File: config.mk
export PLATFORM = sky130hd
export DESIGN_NAME = uart_shadow_buffer
export DESIGN_NICKNAME = d
export VERILOG_FILES = /design/src/uart_shadow_pkg.sv /design/src/uart_shadow_buffer.sv
export SDC_FILE = /design/constraint.sdc
export NUM_CORES = 1
export LEC_CHECK = 0
export ABC_AREA = 0
export ABC_CLOCK_PERIOD_IN_PS = 6900
export BUFFER_PORTS_ARGS = -buffer_cell sky130_fd_sc_hd__buf_2
export CORE_UTILIZATION = 47
export DETAILED_ROUTE_END_ITERATION = 6
export PLACE_DENSITY = 0.64
export SLEW_MARGIN = 20
export SYNTH_ARGS = -nofsm -noshare
export SYNTH_HDL_FRONTEND = slang
export SYNTH_SLANG_ARGS = --single-unit
File: constraint.sdc
create_clock -name mclk -period 6.9 [get_ports mclk]
set_input_delay 0.345 -clock mclk [delete_from_list [all_inputs] [get_ports mclk]]
set_output_delay 0.345 -clock mclk [all_outputs]
set_load 0.02 [all_outputs]
File: src/uart_shadow_pkg.sv
// shared constants and carriers for the uart shadow buffer block
// assumes a 32-bit apb master and byte-wide serial character streams
package uart_shadow_pkg;

  // ==========================================================
  // register map (byte addresses, one aligned word each)
  localparam logic [31:0] SHADOW_BASE   = 32'h5000_1030;
  localparam logic [31:0] SHADOW_5_ADDR = 32'h5000_1044;
  localparam logic [31:0] SHADOW_6_ADDR = 32'h5000_1048;
  localparam logic [31:0] SHADOW_STRIDE = 32'h0000_0004;
  localparam logic [31:0] SHADOW_COUNT  = 32'h0000_0010;
  localparam logic [31:0] CTRL_ADDR     = 32'h5000_1080;
  localparam logic [31:0] STATUS_ADDR   = 32'h5000_1084;

  // ==========================================================
  // field positions and reset values
  localparam int          CTRL_FIFO_EN_BIT = 0;
  localparam int          CTRL_IR_BIT      = 1;
  localparam int          STAT_DR_BIT      = 0;
  localparam int          STAT_OVR_BIT     = 1;
  localparam int          STAT_TX_HOLDING_EMPTY_FLAG_BIT    = 5;
  localparam logic [1:0]  CTRL_RESET       = 2'h0;
  localparam logic [7:0]  DATA_RESET       = 8'h00;

  // ==========================================================
  // sizes
  localparam int          DATA_W     = 8;
  localparam int          FIFO_DEPTH = 16;

  // ==========================================================
  // carriers
  typedef struct packed {
    logic              valid;
    logic [DATA_W-1:0] data;
  } char_t;

  typedef struct packed {
    logic        psel;
    logic        penable;
    logic        pwrite;
    logic [31:0] paddr;
    logic [31:0] pwdata;
  } apb_req_t;

  typedef struct packed {
    logic        pready;
    logic [31:0] prdata;
    logic        pslverr;
  } apb_rsp_t;

endpackage

File: src/uart_shadow_buffer.sv
// shadow receive buffer / transmit holding path of a uart, apb slave
// assumes receiver and transmitter shifters outside, one char per pulse
//
// Operation
// - sixteen consecutive 32-bit shadow words alias receive and transmit
// - shadow read low byte gives char from serial or infrared input
// - received byte valid only while data-ready flag is set
// - fifos off: unread byte overwritten by next char, overrun flagged
// - fifos on: shadow read returns head of receive fifo
// - receive fifo full: keep entries, drop new char, flag overrun
// - shadow write low byte loads char for serial or infrared output
// - fifos off: single write clears the holding-empty flag
// - fifos off: further writes before flag sets overwrite pending char
// - fifos on: accepts fifo-depth writes, sixteen, before full
// - write while transmit fifo full is discarded, contents unchanged
//
// Design decision made here: register access over APB.
`timescale 1ns/10ps

// ============================================================
// synchronous fifo
module sync_fifo #(
  parameter int W     = 8,
  parameter int DEPTH = 16
) (
  // clock and reset
  input  wire logic         mclk,
  input  wire logic         rstn,
  input  wire logic         flush,
  // fill side
  input  wire logic         in_valid,
  output      logic         in_ready,
  input  wire logic [W-1:0] in_data,
  // drain side
  output      logic         out_valid,
  input  wire logic         out_ready,
  output      logic [W-1:0] out_data
);
  localparam int AW = $clog2(DEPTH);
  localparam logic [AW:0] FULL_CNT = (AW+1)'(DEPTH);
  localparam logic [AW-1:0] LAST = (AW)'(DEPTH - 1);

  logic [W-1:0]  mem [DEPTH];
  logic [AW-1:0] wr_q;
  logic [AW-1:0] rd_q;
  logic [AW:0]   cnt_q;

  wire push = in_valid & in_ready;
  wire pop  = out_valid & out_ready;

  assign in_ready  = (cnt_q != FULL_CNT);
  assign out_valid = (cnt_q != '0);
  assign out_data  = mem[rd_q];

  function automatic logic [AW-1:0] bump(input logic [AW-1:0] p);
    bump = (p == LAST) ? '0 : p + 1'b1;
  endfunction

  always_ff @(posedge mclk) begin
    if (push) begin
      mem[wr_q] <= in_data;
    end
  end

  always_ff @(posedge mclk) begin
    if (!rstn || flush) begin
      wr_q  <= '0;
      rd_q  <= '0;
      cnt_q <= '0;
    end else begin
      if (push) wr_q <= bump(wr_q);
      if (pop) rd_q <= bump(rd_q);
      if (push && !pop) cnt_q <= cnt_q + 1'b1;
      else if (pop && !push) cnt_q <= cnt_q - 1'b1;
    end
  end
endmodule

// ============================================================
// shadow buffer top
module uart_shadow_buffer (
  // clock and reset
  input  wire logic                      mclk,
  input  wire logic                      rstn,
  // apb slave
  input  wire uart_shadow_pkg::apb_req_t apb_req,
  output      uart_shadow_pkg::apb_rsp_t apb_rsp,
  // receive characters from the shifters
  input  wire uart_shadow_pkg::char_t    rx_uart,
  input  wire uart_shadow_pkg::char_t    rx_ir,
  output      logic                      rx_ready,
  // transmit characters to the shifters
  output      uart_shadow_pkg::char_t    tx_uart,
  input  wire logic                      tx_uart_ready,
  output      uart_shadow_pkg::char_t    tx_ir,
  input  wire logic                      tx_ir_ready
);
  import uart_shadow_pkg::*;

  // ==========================================================
  // address decode
  localparam logic [31:0] SHADOW_END = SHADOW_BASE
                                     + SHADOW_STRIDE * SHADOW_COUNT;

  function automatic logic in_shadow(input logic [31:0] a);
    in_shadow = (a >= SHADOW_BASE) && (a < SHADOW_END)
             && (a[1:0] == 2'h0);
  endfunction

  wire acc      = apb_req.psel & apb_req.penable;
  wire sh_hit   = in_shadow(apb_req.paddr);
  wire ctrl_hit = (apb_req.paddr == CTRL_ADDR);
  wire stat_hit = (apb_req.paddr == STATUS_ADDR);
  wire sh_rd    = acc & ~apb_req.pwrite & sh_hit;
  wire sh_wr    = acc & apb_req.pwrite & sh_hit;
  wire ctrl_wr  = acc & apb_req.pwrite & ctrl_hit;
  wire stat_rd  = acc & ~apb_req.pwrite & stat_hit;

  // ==========================================================
  // control
  logic [1:0] ctrl_q;
  wire fifo_en = ctrl_q[CTRL_FIFO_EN_BIT];
  wire ir_mode = ctrl_q[CTRL_IR_BIT];
  wire [1:0] ctrl_new = apb_req.pwdata[1:0];
  // changing fifo mode empties both paths so stale data never crosses
  wire flush = ctrl_wr & (ctrl_new[CTRL_FIFO_EN_BIT] != fifo_en);

  always_ff @(posedge mclk) begin
    if (!rstn) ctrl_q <= CTRL_RESET;
    else if (ctrl_wr) ctrl_q <= ctrl_new;
  end

  // ==========================================================
  // receive path
  char_t             rx_in;
  logic              rxf_in_ready;
  logic              rxf_out_valid;
  logic [DATA_W-1:0] rxf_out_data;
  logic [DATA_W-1:0] rx_hold_q;
  logic              rx_hold_v_q;
  logic              ovr_q;

  assign rx_in = ir_mode ? rx_ir : rx_uart;

  sync_fifo #(.W(DATA_W), .DEPTH(FIFO_DEPTH)) rx_fifo (
    .mclk      (mclk),
    .rstn      (rstn),
    .flush     (flush),
    .in_valid  (fifo_en & rx_in.valid),
    .in_ready  (rxf_in_ready),
    .in_data   (rx_in.data),
    .out_valid (rxf_out_valid),
    .out_ready (fifo_en & sh_rd),
    .out_data  (rxf_out_data)
  );

  // new char wins over a read in the same cycle; it is the live one
  always_ff @(posedge mclk) begin
    if (!rstn || flush) begin
      rx_hold_q   <= DATA_RESET;
      rx_hold_v_q <= 1'b0;
    end else if (!fifo_en && rx_in.valid) begin
      rx_hold_q   <= rx_in.data;
      rx_hold_v_q <= 1'b1;
    end else if (!fifo_en && sh_rd) begin
      rx_hold_v_q <= 1'b0;
    end
  end

  wire rx_data_ready_flag = fifo_en ? rxf_out_valid : rx_hold_v_q;
  wire [DATA_W-1:0] rx_byte = fifo_en ? rxf_out_data : rx_hold_q;

  wire ovr_set = rx_in.valid & (fifo_en ? ~rxf_in_ready
                                        : rx_hold_v_q & ~sh_rd);

  // set wins over the clear-on-read of the status word
  always_ff @(posedge mclk) begin
    if (!rstn) ovr_q <= 1'b0;
    else if (ovr_set) ovr_q <= 1'b1;
    else if (stat_rd) ovr_q <= 1'b0;
  end

  // advisory only: a char offered while full is still dropped
  assign rx_ready = fifo_en ? rxf_in_ready : 1'b1;

  // ==========================================================
  // transmit path
  logic              txf_in_ready;
  logic              txf_out_valid;
  logic [DATA_W-1:0] txf_out_data;
  logic [DATA_W-1:0] tx_hold_q;
  logic              tx_hold_v_q;

  wire sink_ready = ir_mode ? tx_ir_ready : tx_uart_ready;

  // a write that finds the fifo full is simply not pushed
  sync_fifo #(.W(DATA_W), .DEPTH(FIFO_DEPTH)) tx_fifo (
    .mclk      (mclk),
    .rstn      (rstn),
    .flush     (flush),
    .in_valid  (fifo_en & sh_wr),
    .in_ready  (txf_in_ready),
    .in_data   (apb_req.pwdata[DATA_W-1:0]),
    .out_valid (txf_out_valid),
    .out_ready (fifo_en & sink_ready),
    .out_data  (txf_out_data)
  );

  wire src_valid = fifo_en ? txf_out_valid : tx_hold_v_q;
  wire [DATA_W-1:0] src_data = fifo_en ? txf_out_data : tx_hold_q;
  wire tx_take = src_valid & sink_ready;

  // write wins over the shifter taking the char in the same cycle
  always_ff @(posedge mclk) begin
    if (!rstn || flush) begin
      tx_hold_q   <= DATA_RESET;
      tx_hold_v_q <= 1'b0;
    end else if (!fifo_en && sh_wr) begin
      tx_hold_q   <= apb_req.pwdata[DATA_W-1:0];
      tx_hold_v_q <= 1'b1;
    end else if (!fifo_en && tx_take) begin
      tx_hold_v_q <= 1'b0;
    end
  end

  // master is trusted to check this before writing
  wire tx_holding_empty_flag = ~src_valid;

  assign tx_uart.valid = src_valid & ~ir_mode;
  assign tx_uart.data  = src_data;
  assign tx_ir.valid   = src_valid & ir_mode;
  assign tx_ir.data    = src_data;

  // ==========================================================
  // read mux and response
  logic [31:0] status_word;
  always_comb begin
    status_word                = 32'h0000_0000;
    status_word[STAT_DR_BIT]   = rx_data_ready_flag;
    status_word[STAT_OVR_BIT]  = ovr_q;
    status_word[STAT_TX_HOLDING_EMPTY_FLAG_BIT] = tx_holding_empty_flag;
  end

  wire [31:0] sh_word   = {24'h00_0000, rx_byte};
  wire [31:0] ctrl_word = {30'h0000_0000, ctrl_q};

  assign apb_rsp.pready  = 1'b1;
  assign apb_rsp.pslverr = acc & ~(sh_hit | ctrl_hit | stat_hit);
  assign apb_rsp.prdata  = ~acc | apb_req.pwrite ? 32'h0000_0000 :
                           sh_hit   ? sh_word     :
                           ctrl_hit ? ctrl_word   :
                           stat_hit ? status_word : 32'h0000_0000;
endmodule

# Word-level counts from Yosys, hierarchy flattened

Memory sizes are Yosys's and may differ from the RTL's. A register that Yosys moved wholly into a read port is not among the register bits.
Cells that the tools add are included.

Register bits: 47
Bits in writable memories: 256
Bits of input ports: 89
Output and inout port bits: 53
Logic and storage cells: 124
Memories kept: 2

Memories:

| name        | words | bits a word | rd ports | clocked after memory_dff | wr ports | RTL line                 | text |
|---|---|---|---|---|---|---|---|
| rx_fifo.mem | 16    | 8           | 1        | 1                        | 1        | uart_shadow_buffer.sv:43 | `logic [W-1:0] mem [DEPTH];` |
| tx_fifo.mem | 16    | 8           | 1        | 1                        | 1        | uart_shadow_buffer.sv:43 |  |

$add $sub $neg: 8
Order comparisons: 2
Equal/unequal tests: 9
Multiplexer cells: 34
Bitwise operators: 32
Reductions and logical operators: 25

Operators by type and width:

| operator                                               | count |
|---|---|
| == test 32 x 31 -> 1 bit (second input constant)       | 2 |
| >= comparator 32 x 31 -> 1 bit (second input constant) | 1 |
| < comparator 32 x 31 -> 1 bit (second input constant)  | 1 |
| 2-to-1 mux 4 bit                                       | 8 |
| 2-to-1 mux 8 bit                                       | 4 |
| AND 1 bit                                              | 22 |
| 2-to-1 mux 5 bit                                       | 4 |
| adder 4 x 1 -> 4 bit (second input constant)           | 4 |
| == test 4 bit (second input constant)                  | 4 |
| 2-to-1 mux 1 bit                                       | 15 |
| 2-to-1 mux 6 bit                                       | 2 |
| adder 5 x 1 -> 5 bit (second input constant)           | 2 |
| logical AND 1 bit                                      | 10 |
| inequality test 5 bit (second input constant)          | 2 |
| nonzero test 2 bit                                     | 5 |
| nonzero test 5 bit                                     | 2 |
| subtractor 5 x 1 -> 5 bit (second input constant)      | 2 |
| 2-to-1 mux 9 bit                                       | 1 |
| inverter 1 bit                                         | 7 |
| zero test 1 bit                                        | 6 |
| OR 1 bit                                               | 3 |
| zero test 2 bit                                        | 1 |
| logical OR 1 bit                                       | 1 |
| inequality test 1 bit                                  | 1 |

# Longest topological paths before layout

Depth in word-level cells: 10
Mapped depth: 14
Gate-level depth less buffers: 12

# Hierarchy

A second synthesis with hierarchy kept.

Cells, all modules: 832
Area, all modules: 13235.2 sq um

Modules (own cells, without submodules):

| module              | instances | cells an instance | area an instance (sq um) | sequential area each (sq um) |
|---|---|---|---|---|
| sync_fifo (rx_fifo) | 1         | 313               | 5783.0                   | 4184.0 |
| sync_fifo (tx_fifo) | 1         | 311               | 5771.8                   | 4184.0 |
| uart_shadow_buffer  | 1         | 208               | 1680.4                   | 420.4 |

# Worst setup path before layout

No wires, ideal clock.

Path kind: input -> register
From: input apb_req[39] (netlist name)
To: register rx_fifo.cnt_q[4]
Library setup time: 71 ps
Arrival time: 3283 ps
Slack: 3546 ps
Stages: 12
Path buffers: 1
Cells stage by stage: or4_4 or3_4 or4_1 buf_2 ha_1 inv_1 ha_1 a21o_1 a21oi_1 xnor2_1 or3_1 a21oi_1

Cells in the longest elaborated chain, start to end: 9
Elaborated cells on any way between the ends: 16

RTL lines:

| element                                                                         | RTL line                  | text |
|---|---|---|
| start: declaration                                                              | uart_shadow_buffer.sv:86  | `input wire uart_shadow_pkg::apb_req_t apb_req,` |
| >= comparator 32 x 31 -> 1 bit or < comparator 32 x 31 -> 1 bit (tied branches) | uart_shadow_buffer.sv:106 | `in_shadow = (a >= SHADOW_BASE) && (a < SHADOW_END)` |
| logical AND 1 bit                                                               | uart_shadow_buffer.sv:106 |  |
| logical AND 1 bit                                                               | uart_shadow_buffer.sv:107 | `&& (a[1:0] == 2'h0);` |
| AND 1 bit                                                                       | uart_shadow_buffer.sv:114 | `wire sh_rd = acc & ~apb_req.pwrite & sh_hit;` |
| AND 1 bit                                                                       | uart_shadow_buffer.sv:153 | `.out_ready (fifo_en & sh_rd),` |
| AND 1 bit                                                                       | uart_shadow_buffer.sv:49  | `wire pop = out_valid & out_ready;` |
| zero test 1 bit                                                                 | uart_shadow_buffer.sv:73  | `if (push && !pop) cnt_q <= cnt_q + 1'b1;` |
| logical AND 1 bit                                                               | uart_shadow_buffer.sv:73  |  |
| 2-to-1 mux 5 bit or nonzero test 2 bit (tied branches)                          | --                        |  |
| end signal: assignment                                                          | uart_shadow_buffer.sv:73  |  |
| end signal: assignment                                                          | uart_shadow_buffer.sv:74  | `else if (pop && !push) cnt_q <= cnt_q - 1'b1;` |
| end: declaration                                                                | uart_shadow_buffer.sv:46  | `logic [AW:0] cnt_q;` |

Several ways; a longest one is shown, not always the timed one.
A chain may end at the register's enable or synchronous reset.

# Worst setup path after layout

From: register ctrl_q[0]
To: register tx_fifo.cnt_q[4]

Cells in the longest elaborated chain, start to end: 5
Elaborated cells on any way between the ends: 13

RTL lines:

| element                      | RTL line                  | text |
|---|---|---|
| start: declaration           | uart_shadow_buffer.sv:121 | `logic [1:0] ctrl_q;` |
| start signal: assignment     | uart_shadow_buffer.sv:130 | `else if (ctrl_wr) ctrl_q <= ctrl_new;` |
| AND 1 bit (*)                | uart_shadow_buffer.sv:201 | `.in_valid (fifo_en & sh_wr),` |
| AND 1 bit (*)                | uart_shadow_buffer.sv:48  | `wire push = in_valid & in_ready;` |
| net tx_fifo.push             | uart_shadow_buffer.sv:48  |  |
| zero test 1 bit              | uart_shadow_buffer.sv:74  |  |
| logical AND 1 bit            | uart_shadow_buffer.sv:74  |  |
| nonzero test 2 bit (no line) | --                        |  |
| end signal: assignment       | uart_shadow_buffer.sv:73  |  |
| end signal: assignment       | uart_shadow_buffer.sv:74  |  |
| end: declaration             | uart_shadow_buffer.sv:46  |  |

Mark *: on every way through the listed nets, which the timed path passes. The rest lies on a longest branch.

==> impl_metrics.py <==
metrics = {
    "global_routing": {
        "grt_pass1_wl_um": 40800,
        "grt_pass1_vias": 7111,
        "antenna_found_initial": 0,
        "grt_max_degree": 35,
        "grt_overflow_total": 0,
        "track_usage_pct": 19.1,
    },
    "run_status": {
        "status": "finished clean",
    },
    "sta": {
        "fin_tns_setup_ps": 0,
        "setup_violations": 0,
        "drv_slew": 0,
        "fin_crit_sh_pct": 62.8,
        "timing.hold.ws_ps": 130,
        "period_minus_slack_ps": 4340,
        "hold_viol": 0,
        "max_slew_margin_pct": 35.1,
        "clock_skew_ps": 14.1,
        "rsz0062_at_grt": "false",
        "worstMarginPinSlew_ps": 970,
        "max_freq_mhz": 231,
    },
    "routing": {
        "drt-total-wl_um": 26100,
        "vias": 6982,
        "vias_per_cell": 5.45,
        "drc_errors": 0,
        "drt_iter0_markers": 530,
        "dr.pass1.iters": 4,
        "wl_per_cell_um": 20.3,
        "ant_nets": 0,
    },
    "cells_and_area": {
        "antenna_cells": 0,
        "finalNetCount": 992,
        "final_area_um2": 15100,
        "area_growth_pct": 15.0,
        "drive_gt1_share_pct": 29.3,
        "fin_util_pct": 55.4,
    },
    "critical_path": {
        "worstSetupStartpointType": "flop",
        "arrival_ps": 4770,
        "crit_top_cell": "inv_1",
        "crit_required_ps": 7330,
        "crit_path_cell_trace": "inv_1 > a211oi_1 > nand4_1 > inv_1 > ha_1 > inv_1 > fa_1 > a21o_1 > a21oi_1 > xnor2_1 > or3_1 > a21oi_1",
        "cp_slowest_cell": "dfxtp_2",
        "reg2reg_slack_ps": 2560,
        "criticalPathCategory": "flop to flop",
        "critical_path.startpoint": "ctrl_q[0]$_SDFFE_PN0P_",
        "r2r-start": "ctrl_q[0]$_SDFFE_PN0P_",
        "rr_worst_depth": 12,
        "end_kind": "flop",
        "worstPathMaxFanout": 34,
        "r2r_end": "tx_fifo.cnt_q[4]$_SDFFE_PP0P_",
        "cpPeakStageDelay_ps": 940,
    },
    "floorplan": {
        "core_um2": 27200,
        "die-area_um2": 28500,
        "die_w_um": 169,
        "die_height_um": 169,
        "ios": 142,
        "start_util_pct": 48.2,
        "num_rows": 60,
    },
    "logic_synthesis": {
        "ys_ff_latch": 311,
        "syn_area_per_cell_um2": 16.5,
        "synthCells": 795,
        "synth-main-ff-cell": "edfxtp_1",
        "synth.top_cells.by_count": "256 x edfxtp_1, 79 x mux4_2, 61 x nor2_1, 55 x dfxtp_1, 33 x buf_4",
        "synth_area_um2": 13100,
        "yosys.cell_count.top_type": "edfxtp_1",
        "synthTopCellsByArea": "edfxtp_1 59%, mux4_2 14%, dfxtp_1 8.4%",
        "synth_warnings": 0,
        "synth-edff-count": 256,
        "synth_top_cell_by_area": "edfxtp_1",
        "synth.distinct_cells": 52,
        "yosysSeqAreaShare_pct": 67.1,
        "async_flop_share_pct": 0,
        "synth_top_area_share_pct": 58.7,
    },
    "pwr": {
        "cellPowerDensity_nw_per_um2": 267,
        "ir_drop_mv": 0.144,
        "p_leak_nw": 5.03,
    },
    "cts": {
        "clkTransAtPathRegs_ps": 50,
        "cts_tree": "yes",
        "clockBufferDepth": 3,
        "clkSinkCount": 311,
        "clk_latency_ps": 510,
        "cts_hold_buf": 0,
        "cts_buffers": 34,
        "post-cts-setup-buffer-count": 0,
        "ctsResizeCount": 0,
        "cts-root-buf": "clkbuf_16",
        "htree_levels": 2,
    },
    "place": {
        "io_buffers": 92,
        "gp_congestion": 0.814,
        "dpl_cell_area_um2": 13900,
        "dp_hpwl_um": 17000,
    },
    "worst_hold_path": {
        "holdPathStages": 2,
        "hp-class": "input port to flop",
        "min_from": "rstn",
        "whs_endpoint": "ovr_q$_SDFFE_PN0P_",
    },
    "flow_run": {
        "max_cap_violations": 0,
    },
}
state kept, by name, indices dropped and copies added (netlist names), 2 cells and up, named ones only:
register	cells
rx_fifo.mem	128
tx_fifo.mem	128
rx_hold_q	8
tx_hold_q	8
rx_fifo.cnt_q	5
tx_fifo.cnt_q	5
rx_fifo.rd_q	4
rx_fifo.wr_q	4
tx_fifo.rd_q	4
tx_fifo.wr_q	4
ctrl_q	2
cell usage in the layout (no fill, tap or decap), drive strengths merged, types with 16 or more instances in the layout:
master	n
edfxtp	256
nor2	61
conb	25
mux2	16
clkbuf	47
buf	102
mux4	79
inv	19
dfxtp	55
a21oi	28
ha	18
nor3	24
nand2	28
mux2i	26
worst max path at each step:
stage                                               end  slack [ps]  cells after the start
after floorplan           rx_fifo.cnt_q[4]$_SDFFE_PP0P_        3550                     12
after global placement    tx_fifo.cnt_q[4]$_SDFFE_PP0P_        2810                     12
after detailed placement  tx_fifo.cnt_q[4]$_SDFFE_PP0P_        2590                     12
after CTS                 tx_fifo.cnt_q[4]$_SDFFE_PP0P_        2570                     12
after global routing      tx_fifo.cnt_q[4]$_SDFFE_PP0P_        2130                     12
final                     tx_fifo.cnt_q[4]$_SDFFE_PP0P_        2560                     12
metrics by stage:
step | worst slack [ps] | instances | power, W
2_1_floorplan | 3550 | 818 | 0.00212
3_3_place_gp | 2810 | 1219 | 0.00215
3_5_place_dp | 2590 | 1219 | 0.00216
4_1_cts | 2570 | 1281 | 0.00405
5_1_grt | 2130 | 1281 | 0.00413
6_report | 2560 | 1281 | 0.00402
where the power goes:
part           internal (W)  switching (W)
sequential          0.00203     0.00000194
clock               0.00119       0.000716
combinational     0.0000243      0.0000584
total               0.00324       0.000776
cells by family after synthesis:
kind of cell	Yosys count	synth area share [%]
AOI/OAI and AO/OA	66	3.07
xor gates and xnor gates	11	0.735
adders and majority gates	20	2.02
buffers and inverters	92	3.59
DFF	311	67.1
muxes	121	16.9
other	2	0.0573
and+or+nand+nor	172	6.50
worst max-delay path, delay by kind of cell (launching register included):
kind            cells  cell delay (ps)
flops               1              940
simple gates        2              940
buf+inv             3              870
compound gates      4              750
fa+ha+maj           2              660
xor+xnor            1               90
routing by layer:
layer | routed length, um | track usage [%] | part of all wire [%]
met1 | 12100 | 27.5 | 47
met2 | 12100 | 30.2 | 46
met3 | 1350 | 3.20 | 5.2
met4 | 504 | 5.30 | 1.9
met5 | 0 | 0 | 0
final cells by class:
class	count	area [um2]
inverters	19	71.3
clock buffers	47	1020
well taps	372	465
clock inverters	15	178
flip-flops and latches	311	8790
multi-input cells	415	4000
fillers	2142	12100
repair buffers	102	536
No activity file was read; power rests on OpenSTA's default activity.
